[src/verilog/udf_pkg.sv]
// constants, codes and carriers for the up/down frequency reference block
package udf_pkg;

  // frequency values are in 0.1 % of max_output_frequency
  localparam int FREQ_W = 11;
  typedef logic [FREQ_W-1:0] udf_freq_t;

  localparam udf_freq_t FREQ_LIMIT_MAX = 11'h44c;  // 110.0 %
  localparam udf_freq_t UPPER_RESET    = 11'h3e8;  // 100.0 %
  localparam udf_freq_t LOWER_RESET    = 11'h000;  // 0.0 %
  localparam udf_freq_t MASTER_RESET   = 11'h000;  // 0.0 %
  localparam udf_freq_t ZERO_FREQ      = 11'h000;
  localparam udf_freq_t ACCEL_RESET    = 11'h001;
  localparam udf_freq_t DECEL_RESET    = 11'h001;
  localparam udf_freq_t UPDN_RESET     = 11'h001;

  // contact terminals and input function codes
  localparam int NUM_TERM = 10;
  localparam logic [7:0] FN_NONE      = 8'h00;
  localparam logic [7:0] FN_RAMP_HOLD = 8'h0a;
  localparam logic [7:0] FN_RAISE     = 8'h10;
  localparam logic [7:0] FN_LOWER     = 8'h11;

  localparam logic [1:0] RUN_SRC_TERMINAL = 2'h1;
  localparam logic [1:0] RUN_SRC_RESET    = 2'h1;
  localparam logic       HOLD_MEM_RESET   = 1'b0;

  // timing
  localparam int CLK_PERIOD_NS = 40;
  localparam int TICK_NS       = 1000000;  // 1 ms ramp tick
  localparam int TICK_CYCLES   = TICK_NS / CLK_PERIOD_NS;
  localparam int DEBOUNCE_NS   = 10000000; // 10 ms contact debounce
  localparam int DEBOUNCE_CYC  = DEBOUNCE_NS / CLK_PERIOD_NS;
  localparam int TICK_CNT_W    = 20;
  localparam int DB_CNT_W      = 20;

  // register byte offsets
  localparam int ADR_W = 8;
  localparam logic [7:0] REG_CTRL   = 8'h00;
  localparam logic [7:0] REG_UPPER  = 8'h04;
  localparam logic [7:0] REG_LOWER  = 8'h08;
  localparam logic [7:0] REG_MASTER = 8'h0c;
  localparam logic [7:0] REG_ACCEL  = 8'h10;
  localparam logic [7:0] REG_DECEL  = 8'h14;
  localparam logic [7:0] REG_UPDN   = 8'h18;
  localparam logic [7:0] REG_STATUS = 8'h1c;
  localparam logic [7:0] REG_REF    = 8'h20;
  localparam logic [7:0] REG_OUT    = 8'h24;
  localparam logic [7:0] REG_MEM    = 8'h28;
  localparam logic [7:0] REG_FSEL0  = 8'h40;

  // control register fields
  localparam int CTRL_HOLD_MEM = 0;
  localparam int CTRL_RUN_SRC  = 1;
  localparam int CTRL_SW_RUN   = 3;

  typedef struct packed {
    logic       sw_run;
    logic [1:0] run_src;
    logic       hold_mem;
  } udf_ctrl_t;

  typedef struct packed {
    logic lower;
    logic raise;
    logic hold;
    logic running;
    logic multistep_dis;
    logic agree;
    logic cfg_err;
  } udf_status_t;

  typedef enum logic {UDF_STOP, UDF_RUN} udf_state_t;

endpackage : udf_pkg

[src/verilog/udf_debounce.sv]
// two-flop synchroniser and debounce filter for contact inputs
`timescale 1ns/1ns
module udf_debounce
  import udf_pkg::*;
#(
  parameter int N         = 11,
  parameter int DB_CYCLES = DEBOUNCE_CYC
) (
  input  wire logic         clk_i,
  input  wire logic         rst_i,
  input  wire logic         ce_i,
  input  wire logic [N-1:0] raw_i,
  output logic      [N-1:0] clean_o
);

  localparam logic [DB_CNT_W-1:0] DB_LAST = DB_CNT_W'(DB_CYCLES - 1);

  genvar g;
  generate
    for (g = 0; g < N; g++) begin : g_bit
      logic                s1_r, s2_r, st_r;
      logic                s1_nxt, s2_nxt, st_nxt;
      logic [DB_CNT_W-1:0] cnt_r, cnt_nxt;

      always_comb begin
        s1_nxt  = raw_i[g];
        s2_nxt  = s1_r;
        st_nxt  = st_r;
        cnt_nxt = '0;
        // a level must differ for the full window before it is taken
        if (s2_r != st_r) begin
          if (cnt_r == DB_LAST) begin
            st_nxt = s2_r;
          end else begin
            cnt_nxt = cnt_r + DB_CNT_W'(1);
          end
        end
      end

      always_ff @(posedge clk_i) begin
        if (rst_i) begin
          s1_r  <= 1'b0;
          s2_r  <= 1'b0;
          st_r  <= 1'b0;
          cnt_r <= '0;
        end else if (ce_i) begin
          s1_r  <= s1_nxt;
          s2_r  <= s2_nxt;
          st_r  <= st_nxt;
          cnt_r <= cnt_nxt;
        end
      end

      assign clean_o[g] = st_r;
    end
  endgenerate

endmodule : udf_debounce

[src/verilog/udf_ramp.sv]
// acceleration ramp: output frequency walks toward the target
`timescale 1ns/1ns
module udf_ramp
  import udf_pkg::*;
(
  input  wire logic      clk_i,
  input  wire logic      rst_i,
  input  wire logic      ce_i,
  input  wire logic      tick_i,
  input  wire udf_freq_t target_i,
  input  wire logic      hold_i,
  input  wire logic      load_i,
  input  wire udf_freq_t load_val_i,
  input  wire udf_freq_t accel_step_i,
  input  wire udf_freq_t decel_step_i,
  output udf_freq_t      freq_o,
  output logic           busy_o
);

  udf_freq_t freq_r, freq_nxt;
  logic      busy_r, busy_nxt;

  always_comb begin
    freq_nxt = freq_r;
    if (load_i) begin
      freq_nxt = load_val_i;
    end else if (hold_i) begin
      freq_nxt = freq_r;  // RL18 RL4
    end else if (tick_i) begin
      // RL6
      if (target_i > freq_r) begin
        freq_nxt = (target_i - freq_r > accel_step_i) ? freq_r + accel_step_i : target_i;
      end else if (target_i < freq_r) begin
        freq_nxt = (freq_r - target_i > decel_step_i) ? freq_r - decel_step_i : target_i;
      end
    end
    busy_nxt = (freq_nxt != target_i) && !hold_i;
  end

  always_ff @(posedge clk_i) begin
    if (rst_i) begin
      freq_r <= ZERO_FREQ;
      busy_r <= 1'b0;
    end else if (ce_i) begin
      freq_r <= freq_nxt;
      busy_r <= busy_nxt;
    end
  end

  assign freq_o = freq_r;
  assign busy_o = busy_r;

endmodule : udf_ramp

[src/verilog/udf_top.sv]
// up/down frequency reference logic with a classic wishbone register slave
// Function
// RL1: hold memory on keeps the ramp-hold frozen output frequency through power-off.
// RL2: operator applies run with ramp hold on to resume at retained frequency.
// RL3: hold memory off, run during ramp hold forces output frequency to zero.
// RL4: ramp hold overrides an ongoing deceleration, freezing it.
// RL5: selector code 10 makes a terminal raise, code 11 makes it lower.
// RL6: output frequency follows the reference at accel and decel rates.
// RL7: run source must be terminals (setting 1) when raise/lower is used.
// RL8: reference clamped to upper limit, 0.0 to 110.0 %, default 100.0 %.
// RL9: lower limit is the largest of analog input, lower limit, master floor.
// RL10: raise/lower reference stays within upper and lower limits, analog as floor.
// RL11: config error when only one of raise and lower is assigned.
// RL12: config error when raise/lower and ramp hold are both assigned.
// RL13: run with raise/lower active accelerates to the effective lower limit.
// RL14: multi-step speed selection disabled while raise/lower is in use.
// RL15: hold memory on keeps raise/lower reference, run after power-up returns to it.
// RL16: raise or lower pressed while running clears the retained reference to zero.
// RL17: frequency agree when running and neither accelerating nor decelerating.
// RL18: code A selects ramp hold, freezing accel and decel until released.
// RL19: hold memory setting 0 disabled, 1 enabled, default disabled.
// RL20: raise alone increases, lower alone decreases, both or neither hold.
// RL21: raise and lower inputs are synchronised and debounced before use.
`timescale 1ns/1ns
module udf_top
  import udf_pkg::*;
#(
  parameter int TICK_CYC = TICK_CYCLES,
  parameter int DB_CYC   = DEBOUNCE_CYC
) (
  input  wire logic                clk_i,
  input  wire logic                rst_i,
  input  wire logic                ce_i,
  input  wire logic                cyc_i,
  input  wire logic                stb_i,
  input  wire logic                we_i,
  input  wire logic [ADR_W-1:0]    adr_i,
  input  wire logic [3:0]          sel_i,
  input  wire logic [31:0]         dat_i,
  output logic      [31:0]         dat_o,
  output logic                     ack_o,
  input  wire logic [NUM_TERM-1:0] contact_input_terminals_i,
  input  wire logic                run_cmd_i,
  input  wire logic                power_down_i,
  input  wire udf_freq_t           analog_reference_input_i,
  output udf_freq_t                out_freq_o,
  output logic                     freq_agree_o,
  output logic                     input_config_error_o,
  output logic                     multistep_disable_o
);

  localparam logic [TICK_CNT_W-1:0] TICK_LAST = TICK_CNT_W'(TICK_CYC - 1);

  // clamp with the upper limit winning over a floor above it
  function automatic udf_freq_t clampf(udf_freq_t v, udf_freq_t lo, udf_freq_t hi);
    udf_freq_t r;
    r = v;
    if (r < lo) r = lo;
    if (r > hi) r = hi;
    return r;
  endfunction : clampf

  function automatic logic [31:0] merge(logic [31:0] old, logic [31:0] d, logic [3:0] s);
    logic [31:0] r;
    r = old;
    for (int b = 0; b < 4; b++) begin
      if (s[b]) r[b*8 +: 8] = d[b*8 +: 8];
    end
    return r;
  endfunction : merge

  function automatic udf_freq_t limw(logic [31:0] w);
    udf_freq_t r;
    r = w[FREQ_W-1:0];
    if (w[31:FREQ_W] != '0 || r > FREQ_LIMIT_MAX) r = FREQ_LIMIT_MAX;
    return r;
  endfunction : limw

  // ---------------- contact inputs and analog reference ----------------
  logic [NUM_TERM:0] db_clean;
  logic [NUM_TERM-1:0] term_db;
  logic                run_term;

  udf_debounce #(.N(NUM_TERM + 1), .DB_CYCLES(DB_CYC)) u_db (
    .clk_i   (clk_i),
    .rst_i   (rst_i),
    .ce_i    (ce_i),
    .raw_i   ({run_cmd_i, contact_input_terminals_i}),
    .clean_o (db_clean)
  );  // RL21
  assign term_db  = db_clean[NUM_TERM-1:0];
  assign run_term = db_clean[NUM_TERM];

  // analog word and power-down level pass two flops; a changing word may tear
  udf_freq_t an_s1_r, an_s2_r;
  logic      pd_s1_r, pd_s2_r;
  always_ff @(posedge clk_i) begin
    if (rst_i) begin
      an_s1_r <= ZERO_FREQ;
      an_s2_r <= ZERO_FREQ;
      pd_s1_r <= 1'b0;
      pd_s2_r <= 1'b0;
    end else if (ce_i) begin
      an_s1_r <= analog_reference_input_i;
      an_s2_r <= an_s1_r;
      pd_s1_r <= power_down_i;
      pd_s2_r <= pd_s1_r;
    end
  end

  // ---------------- registers ----------------
  udf_ctrl_t ctrl_r, ctrl_nxt;
  udf_freq_t upper_r, upper_nxt, lower_r, lower_nxt, master_r, master_nxt;
  udf_freq_t accel_r, accel_nxt, decel_r, decel_nxt, updn_r, updn_nxt;
  logic [7:0] fsel_r [NUM_TERM];
  logic [7:0] fsel_nxt [NUM_TERM];
  logic [31:0] dat_r, dat_nxt;
  logic        ack_r, ack_nxt;
  udf_status_t stat;

  // ---------------- function decode per terminal ----------------
  logic [NUM_TERM-1:0] is_raise, is_lower, is_hold, raise_v, lower_v, hold_v;
  genvar g;
  generate
    for (g = 0; g < NUM_TERM; g++) begin : g_term
      assign is_raise[g] = (fsel_r[g] == FN_RAISE);      // RL5
      assign is_lower[g] = (fsel_r[g] == FN_LOWER);      // RL5
      assign is_hold[g]  = (fsel_r[g] == FN_RAMP_HOLD);  // RL18
      assign raise_v[g]  = is_raise[g] & term_db[g];
      assign lower_v[g]  = is_lower[g] & term_db[g];
      assign hold_v[g]   = is_hold[g] & term_db[g];
    end
  endgenerate

  logic cfg_err, updn_act, raise_in, lower_in, hold_in;
  assign cfg_err  = ((|is_raise) != (|is_lower))            // RL11
                  | ((|is_raise) & (|is_lower) & (|is_hold)); // RL12
  assign updn_act = (|is_raise) & (|is_lower) & ~cfg_err;
  assign raise_in = |raise_v;
  assign lower_in = |lower_v;
  assign hold_in  = (|hold_v) & ~cfg_err;

  // ---------------- run control and reference ----------------
  udf_state_t state_r, state_nxt;
  udf_freq_t  ref_r, ref_nxt, mem_r, mem_nxt, target, floor_f, an_ref;
  logic [TICK_CNT_W-1:0] tick_cnt_r, tick_cnt_nxt;
  logic       tick, run_raw, run_eff, ramp_load, agree_r, agree_nxt;
  logic       err_r, msd_r;
  udf_freq_t  ramp_load_val, ramp_freq;
  logic       ramp_busy;

  assign tick    = (tick_cnt_r == TICK_LAST);
  assign run_raw = (ctrl_r.run_src == RUN_SRC_TERMINAL) ? run_term : ctrl_r.sw_run; // RL7
  assign run_eff = run_raw & ~pd_s2_r & ~cfg_err;

  always_comb begin
    // RL9 RL10
    floor_f = (an_s2_r > lower_r) ? an_s2_r : lower_r;
    if (master_r > floor_f) floor_f = master_r;
    an_ref = clampf(an_s2_r, lower_r > master_r ? lower_r : master_r, upper_r); // RL8
  end

  always_comb begin
    state_nxt     = state_r;
    ref_nxt       = ref_r;
    mem_nxt       = mem_r;
    ramp_load     = 1'b0;
    ramp_load_val = ZERO_FREQ;
    tick_cnt_nxt  = tick ? '0 : tick_cnt_r + TICK_CNT_W'(1);
    case (state_r)
      UDF_STOP: begin
        if (run_eff) begin
          state_nxt = UDF_RUN;
          if (hold_in) begin
            ramp_load     = 1'b1;
            ramp_load_val = ctrl_r.hold_mem ? mem_r : ZERO_FREQ; // RL1 RL2 RL3
          end
          if (updn_act) begin
            // RL13 RL15
            ref_nxt = ctrl_r.hold_mem ? clampf(mem_r, floor_f, upper_r) : floor_f;
          end
        end
      end
      UDF_RUN: begin
        if (!run_eff) begin
          state_nxt = UDF_STOP;
        end else if (updn_act) begin
          // RL20
          if (tick && raise_in && !lower_in) begin
            ref_nxt = (upper_r - ref_r > updn_r) ? ref_r + updn_r : upper_r;
          end else if (tick && lower_in && !raise_in) begin
            ref_nxt = (ref_r > updn_r) ? ref_r - updn_r : ZERO_FREQ;
          end
          ref_nxt = clampf(ref_nxt, floor_f, upper_r); // RL10 RL8
          mem_nxt = (raise_in || lower_in) ? ZERO_FREQ : ref_r; // RL16 RL15
        end else if (hold_in && ctrl_r.hold_mem) begin
          mem_nxt = ramp_freq; // RL1
        end
      end
      default: state_nxt = UDF_STOP;
    endcase
    // power loss stops the drive; only hold memory keeps the stored value
    if (pd_s2_r) begin
      ramp_load     = 1'b1;
      ramp_load_val = ZERO_FREQ;
      if (!ctrl_r.hold_mem) mem_nxt = ZERO_FREQ; // RL19
    end
    if (state_r == UDF_STOP) begin
      target = ZERO_FREQ;
    end else begin
      target = updn_act ? ref_r : an_ref;
    end
    agree_nxt = (state_r == UDF_RUN) && !ramp_busy && (ramp_freq == target); // RL17
  end

  udf_ramp u_ramp (
    .clk_i        (clk_i),
    .rst_i        (rst_i),
    .ce_i         (ce_i),
    .tick_i       (tick),
    .target_i     (target),
    .hold_i       (hold_in),
    .load_i       (ramp_load),
    .load_val_i   (ramp_load_val),
    .accel_step_i (accel_r),
    .decel_step_i (decel_r),
    .freq_o       (ramp_freq),
    .busy_o       (ramp_busy)
  ); // RL6

  always_ff @(posedge clk_i) begin
    if (rst_i) begin
      state_r    <= UDF_STOP;
      ref_r      <= ZERO_FREQ;
      mem_r      <= ZERO_FREQ;
      tick_cnt_r <= '0;
      agree_r    <= 1'b0;
      err_r      <= 1'b0;
      msd_r      <= 1'b0;
    end else if (ce_i) begin
      state_r    <= state_nxt;
      ref_r      <= ref_nxt;
      mem_r      <= mem_nxt;
      tick_cnt_r <= tick_cnt_nxt;
      agree_r    <= agree_nxt;
      err_r      <= cfg_err;
      msd_r      <= updn_act; // RL14
    end
  end

  // ---------------- wishbone slave ----------------
  logic        req, wr;
  logic [31:0] ctrl_w;
  assign req    = cyc_i & stb_i & ~ack_r;
  assign wr     = req & we_i;
  assign ctrl_w = {28'h0, ctrl_r};
  assign stat   = '{lower: lower_in, raise: raise_in, hold: hold_in,
                    running: (state_r == UDF_RUN), multistep_dis: msd_r,
                    agree: agree_r, cfg_err: err_r};

  always_comb begin
    logic [31:0] w;
    w          = '0;
    ctrl_nxt   = ctrl_r;
    upper_nxt  = upper_r;
    lower_nxt  = lower_r;
    master_nxt = master_r;
    accel_nxt  = accel_r;
    decel_nxt  = decel_r;
    updn_nxt   = updn_r;
    for (int i = 0; i < NUM_TERM; i++) fsel_nxt[i] = fsel_r[i];
    ack_nxt = req;
    dat_nxt = '0;
    if (wr) begin
      case (adr_i)
        REG_CTRL: begin
          w = merge(ctrl_w, dat_i, sel_i);
          ctrl_nxt = udf_ctrl_t'(w[3:0]); // RL19
        end
        REG_UPPER:  upper_nxt  = limw(merge({21'h0, upper_r}, dat_i, sel_i)); // RL8
        REG_LOWER:  lower_nxt  = limw(merge({21'h0, lower_r}, dat_i, sel_i));
        REG_MASTER: master_nxt = limw(merge({21'h0, master_r}, dat_i, sel_i));
        REG_ACCEL:  accel_nxt  = limw(merge({21'h0, accel_r}, dat_i, sel_i));
        REG_DECEL:  decel_nxt  = limw(merge({21'h0, decel_r}, dat_i, sel_i));
        REG_UPDN:   updn_nxt   = limw(merge({21'h0, updn_r}, dat_i, sel_i));
        default: begin
          for (int i = 0; i < NUM_TERM; i++) begin
            if (adr_i == REG_FSEL0 + 8'(4 * i) && sel_i[0]) fsel_nxt[i] = dat_i[7:0];
          end
        end
      endcase
    end else if (req) begin
      case (adr_i)
        REG_CTRL:   dat_nxt = ctrl_w;
        REG_UPPER:  dat_nxt = {21'h0, upper_r};
        REG_LOWER:  dat_nxt = {21'h0, lower_r};
        REG_MASTER: dat_nxt = {21'h0, master_r};
        REG_ACCEL:  dat_nxt = {21'h0, accel_r};
        REG_DECEL:  dat_nxt = {21'h0, decel_r};
        REG_UPDN:   dat_nxt = {21'h0, updn_r};
        REG_STATUS: dat_nxt = {25'h0, stat};
        REG_REF:    dat_nxt = {21'h0, ref_r};
        REG_OUT:    dat_nxt = {21'h0, ramp_freq};
        REG_MEM:    dat_nxt = {21'h0, mem_r};
        default: begin
          for (int i = 0; i < NUM_TERM; i++) begin
            if (adr_i == REG_FSEL0 + 8'(4 * i)) dat_nxt = {24'h0, fsel_r[i]};
          end
        end
      endcase
    end
  end

  always_ff @(posedge clk_i) begin
    if (rst_i) begin
      ctrl_r   <= '{sw_run: 1'b0, run_src: RUN_SRC_RESET, hold_mem: HOLD_MEM_RESET};
      upper_r  <= UPPER_RESET;
      lower_r  <= LOWER_RESET;
      master_r <= MASTER_RESET;
      accel_r  <= ACCEL_RESET;
      decel_r  <= DECEL_RESET;
      updn_r   <= UPDN_RESET;
      for (int i = 0; i < NUM_TERM; i++) fsel_r[i] <= FN_NONE;
      ack_r    <= 1'b0;
      dat_r    <= '0;
    end else if (ce_i) begin
      ctrl_r   <= ctrl_nxt;
      upper_r  <= upper_nxt;
      lower_r  <= lower_nxt;
      master_r <= master_nxt;
      accel_r  <= accel_nxt;
      decel_r  <= decel_nxt;
      updn_r   <= updn_nxt;
      for (int i = 0; i < NUM_TERM; i++) fsel_r[i] <= fsel_nxt[i];
      ack_r    <= ack_nxt;
      dat_r    <= dat_nxt;
    end
  end

  assign dat_o                = dat_r;
  assign ack_o                = ack_r;
  assign out_freq_o           = ramp_freq;
  assign freq_agree_o         = agree_r;
  assign input_config_error_o = err_r;
  assign multistep_disable_o  = msd_r;

endmodule : udf_top

[config.mk]
export PLATFORM = sky130hd
export DESIGN_NAME = udf_top
export DESIGN_NICKNAME = d
export VERILOG_FILES = /design/src/verilog/udf_pkg.sv /design/src/verilog/udf_debounce.sv /design/src/verilog/udf_ramp.sv /design/src/verilog/udf_top.sv
export SDC_FILE = /design/constraint.sdc
export NUM_CORES = 2
export LEC_CHECK = 0
export CORE_MARGIN = 1.5
export CORE_UTILIZATION = 55
export DETAILED_ROUTE_END_ITERATION = 10
export DONT_BUFFER_PORTS = 1
export PLACE_DENSITY_LB_ADDON = 0.25
export SLEW_MARGIN = 15
export SYNTH_ARGS = -nofsm -noshare
export SYNTH_HDL_FRONTEND = slang
export SYNTH_HIERARCHICAL = 1
export SYNTH_SLANG_ARGS = --single-unit
export TNS_END_PERCENT = 1
[constraint.sdc]
create_clock -name clk_i -period 13.6 [get_ports clk_i]
set_clock_uncertainty 0.1 [all_clocks]
set_input_delay 0.68 -clock clk_i [delete_from_list [all_inputs] [get_ports clk_i]]
set_output_delay 0.68 -clock clk_i [all_outputs]
set_load 0.01 [all_outputs]
==> results.rst <==
.. list-table::
   :header-rows: 1

   * - Metric
     - Value
   * - Data arrival time at the worst-slack endpoint
     - 12620 ps
   * - Post-route ant nets
     - 0
   * - Cell taking the most area after synthesis
     - sky130_fd_sc_hd__dfxtp_1
   * - Total detailed-routing wirelength
     - 124 mm
   * - Master cell of the clock root buffer
     - sky130_fd_sc_hd__clkbuf_16
   * - Skew-Pair Late Insertion Delay
     - 640 ps
   * - Count of TritonRoute iterations in the first routing pass
     - 8
   * - Total of warnings raised by yosys
     - 6
   * - Final total negative setup slack
     - 0 ps
   * - Number of global-route vias before repair
     - 30100
   * - Element type at the critical path end
     - flop
   * - Synth top area cells
     - sky130_fd_sc_hd__dfxtp_1, sky130_fd_sc_hd__ha_1, sky130_fd_sc_hd__edfxtp_1
   * - Avg Cell Area, Syn
     - 8.25 um2
   * - Count of buffers added by post-CTS timing repair for setup
     - 0
   * - DRT iter0 DRCs
     - 4349
   * - Critical Path Source
     - master_r[4]
   * - Chip width
     - 253 um
   * - Type of the worst min-delay path
     - in -> reg
   * - Die outline area
     - 64200 um2
   * - Clock tree from TritonCTS
     - yes
   * - Global router's overall resource usage
     - 37.9%
   * - Worst-case headroom to the max-slew limit
     - 14.0%
   * - Data required time of the worst path
     - 14000 ps
   * - Master of the slowest instance on the critical path
     - sky130_fd_sc_hd__a21boi_0
   * - Fin. Hold Viols
     - 0
   * - Clock-pin slew on the worst setup and hold paths
     - 70 ps
   * - Largest fanout on the critical path
     - 18
   * - Die height
     - 253 um
   * - Wire length per cell
     - 25.1 um
   * - Total power density per cell area
     - 96.9 nW/um2
   * - Largest registers
     - u_db/g_bit.cnt_r (220), fsel_r (80), tick_cnt_r (20)
   * - Antenna violations before repair
     - 3
   * - GRT overflow
     - 0
   * - Number of instances on the worst hold path
     - 1
   * - Register-to-register path setup slack
     - 1380 ps
   * - Flip-flop and latch count after synthesis
     - 497
   * - Post-Syn Instances
     - 4179
   * - Number of buffers created by CTS
     - 55
   * - Proportion of netlist area held by the largest area contributor
     - 24.2%
   * - # DRC
     - 0
   * - Vias per cell
     - 6.74
   * - Worst-margin pin slew
     - 1280 ps
   * - Worst hold start
     - rst_i
   * - Worst voltage drop across the vdd grid
     - 0.000116 V
   * - Top-level I/O count
     - 120
   * - Number of buffers between clock root and the deepest sink
     - 3
   * - Flip-flop cell with the highest count after synthesis
     - sky130_fd_sc_hd__dfxtp_1
   * - Filler cell count in the final layout
     - 5624
   * - Max-slew violation count
     - 0
   * - Fin crit period
     - 12220 ps
   * - First-pass GRT wire length
     - 186 mm
   * - Sequential area share after synthesis
     - 31.2%
   * - Cell with the most instances after synthesis
     - sky130_fd_sc_hd__nor2_1
   * - Async S/R FF share, synth
     - 0%
   * - # clock sinks
     - 497
   * - Register with the highest flop count
     - u_db/g_bit.cnt_r
   * - Final setup violation count
     - 0
   * - Fin area
     - 36800 um2
   * - Port-buffer cells
     - 0
   * - Peak clock frequency supported by timing
     - 81.8 MHz
   * - Detailed Place HPWL
     - 91.3 mm
   * - Area Overhead vs Synth
     - 6.79%
   * - Sequential cell area
     - 10800 um2
   * - Via Count
     - 33400
   * - Combined area of the multi-input logic cells
     - 21900 um2
   * - Status
     - completed
   * - Number of flops mapped to enable cells by yosys
     - 80
   * - Area inside the core boundary
     - 61800 um2
   * - Worst Reg-to-Reg Cells
     - 45
   * - Unrepaired setup endpoints after global routing
     - false
   * - Initial core utilization
     - 55.7%
   * - Most common library cells after synthesis
     - sky130_fd_sc_hd__nor2_1, sky130_fd_sc_hd__dfxtp_1, sky130_fd_sc_hd__nand2_1
   * - Fraction of final layout cells sized beyond drive strength 1
     - 6.23%
   * - H-Tree Depth
     - 2
   * - Worst path buffer plus inverter count
     - 3
   * - Cell type with the highest occurrence count on the critical path
     - sky130_fd_sc_hd__a21oi_1
   * - Number of stages on the worst setup path
     - 45
   * - Post-layout net count
     - 4371
   * - Leakage power figure
     - 13.4 nW
   * - Final period utilization
     - 89.9%
   * - Number of standard-cell rows in the floorplan
     - 91
   * - Total of cells resized after clock tree synthesis
     - 0
   * - Delay-heaviest family, CP
     - compound AO/OA/AOI/OAI gates
   * - Largest net degree at the start of global routing
     - 247
   * - Count of hold buffers inserted by post-cts repair
     - 0
   * - Maximum single-stage delay on the critical path
     - 600 ps
   * - Beginning of the worst register-to-register path
     - master_r[4]
   * - Mapped Area
     - 34500 um2
   * - Flip-flop count of the largest register after layout
     - 220
   * - Gpl congestion
     - 1.01
   * - Post-DP Area
     - 34900 um2
   * - Number of distinct library cells after synthesis
     - 115
   * - Startpoint class of the critical path
     - flop
   * - Max cap viols
     - 0
   * - Crit Path Category
     - reg -> reg
[worst register-to-register path: cells and delay by family, from the launching register on]
kind,cells,cell delay [ps]
adders and majority gates,6,1930
xor gates and xnor gates,1,100
muxes,1,430
and+or+nand+nor,10,2900
AOI/OAI and AO/OA,24,5860
buffers and inverters,3,260
DFF,1,530
[final timing paths]
kind	endpoint
setup / recovery	u_ramp/busy_o
hold / removal	u_ramp/freq_o[4]
setup reg to reg	u_ramp/busy_o
hold reg to reg	u_db/g_bit[1].cnt_r[19]
[cell families after synthesis]
family | after synthesis | share of synthesized area [%]
xor+xnor | 179 | 4.55
other cells | 1 | 0.0109
flops | 497 | 31.2
simple gates | 1573 | 24.0
mux | 131 | 3.88
buf+inv | 455 | 5.73
fa+ha+maj | 221 | 8.18
compound gates | 1122 | 22.4
[metrics by stage]
step / util [%] / std cells / power (mW) / setup slack [ps] / hold WS [ps]
2_1_floorplan: - / 4199 / 1.91 / 3530 / 333
3_3_place_gp: 56.4 / 4857 / 2.01 / 1870 / 358
3_5_place_dp: 56.4 / 4857 / 2.01 / 1800 / 362
4_1_cts: 59.5 / 4959 / 3.57 / 1740 / 16.7
5_1_grt: 59.5 / 4959 / 3.68 / 589 / 32.1
6_report: 59.5 / 4961 / 3.57 / 1380 / 34.2
[final cells by class]
| type | instances | area share [%] |
|---|---|---|
| multi-input combinational | 3247 | 59.4 |
| sequential | 497 | 29.2 |
| clock buffer | 69 | 4.19 |
| tap | 837 | 2.85 |
| inverter | 221 | 2.25 |
| timing repair buffer | 55 | 1.12 |
| clock inverter | 33 | 0.972 |
| antenna | 2 | 0.0136 |
[power by group]
part,switching (mW),total (mW),leakage (nW),internal [mW]
clock network,0.661,1.57,0.923,0.905
registers,0.0306,1.55,4.13,1.52
logic,0.293,0.447,8.37,0.153
total,0.985,3.57,13.4,2.58
[metal layers]
layer	GRT usage [%]	vias up	wire length, um
met3	9.31	334	14300
met4	16.1	6	5930
met5	0	-	38
met2	54.6	1850	50300
li1	-	15400	-
met1	53.5	15800	53800
[cell usage in the layout, fill, tap and decap left out, drive strengths merged, types with 55 or more instances in the layout]
master / n
a21o: 55
a21oi: 251
a22oi: 72
a31oi: 100
and3: 56
buf: 55
clkbuf: 69
dfxtp: 417
edfxtp: 80
ha: 214
inv: 225
mux2i: 110
nand2: 297
nand3: 189
nand4: 117
nor2: 422
nor3: 94
nor4: 66
o21ai: 199
xnor2: 101
xor2: 78
Power figures use the tool's default switching activity.
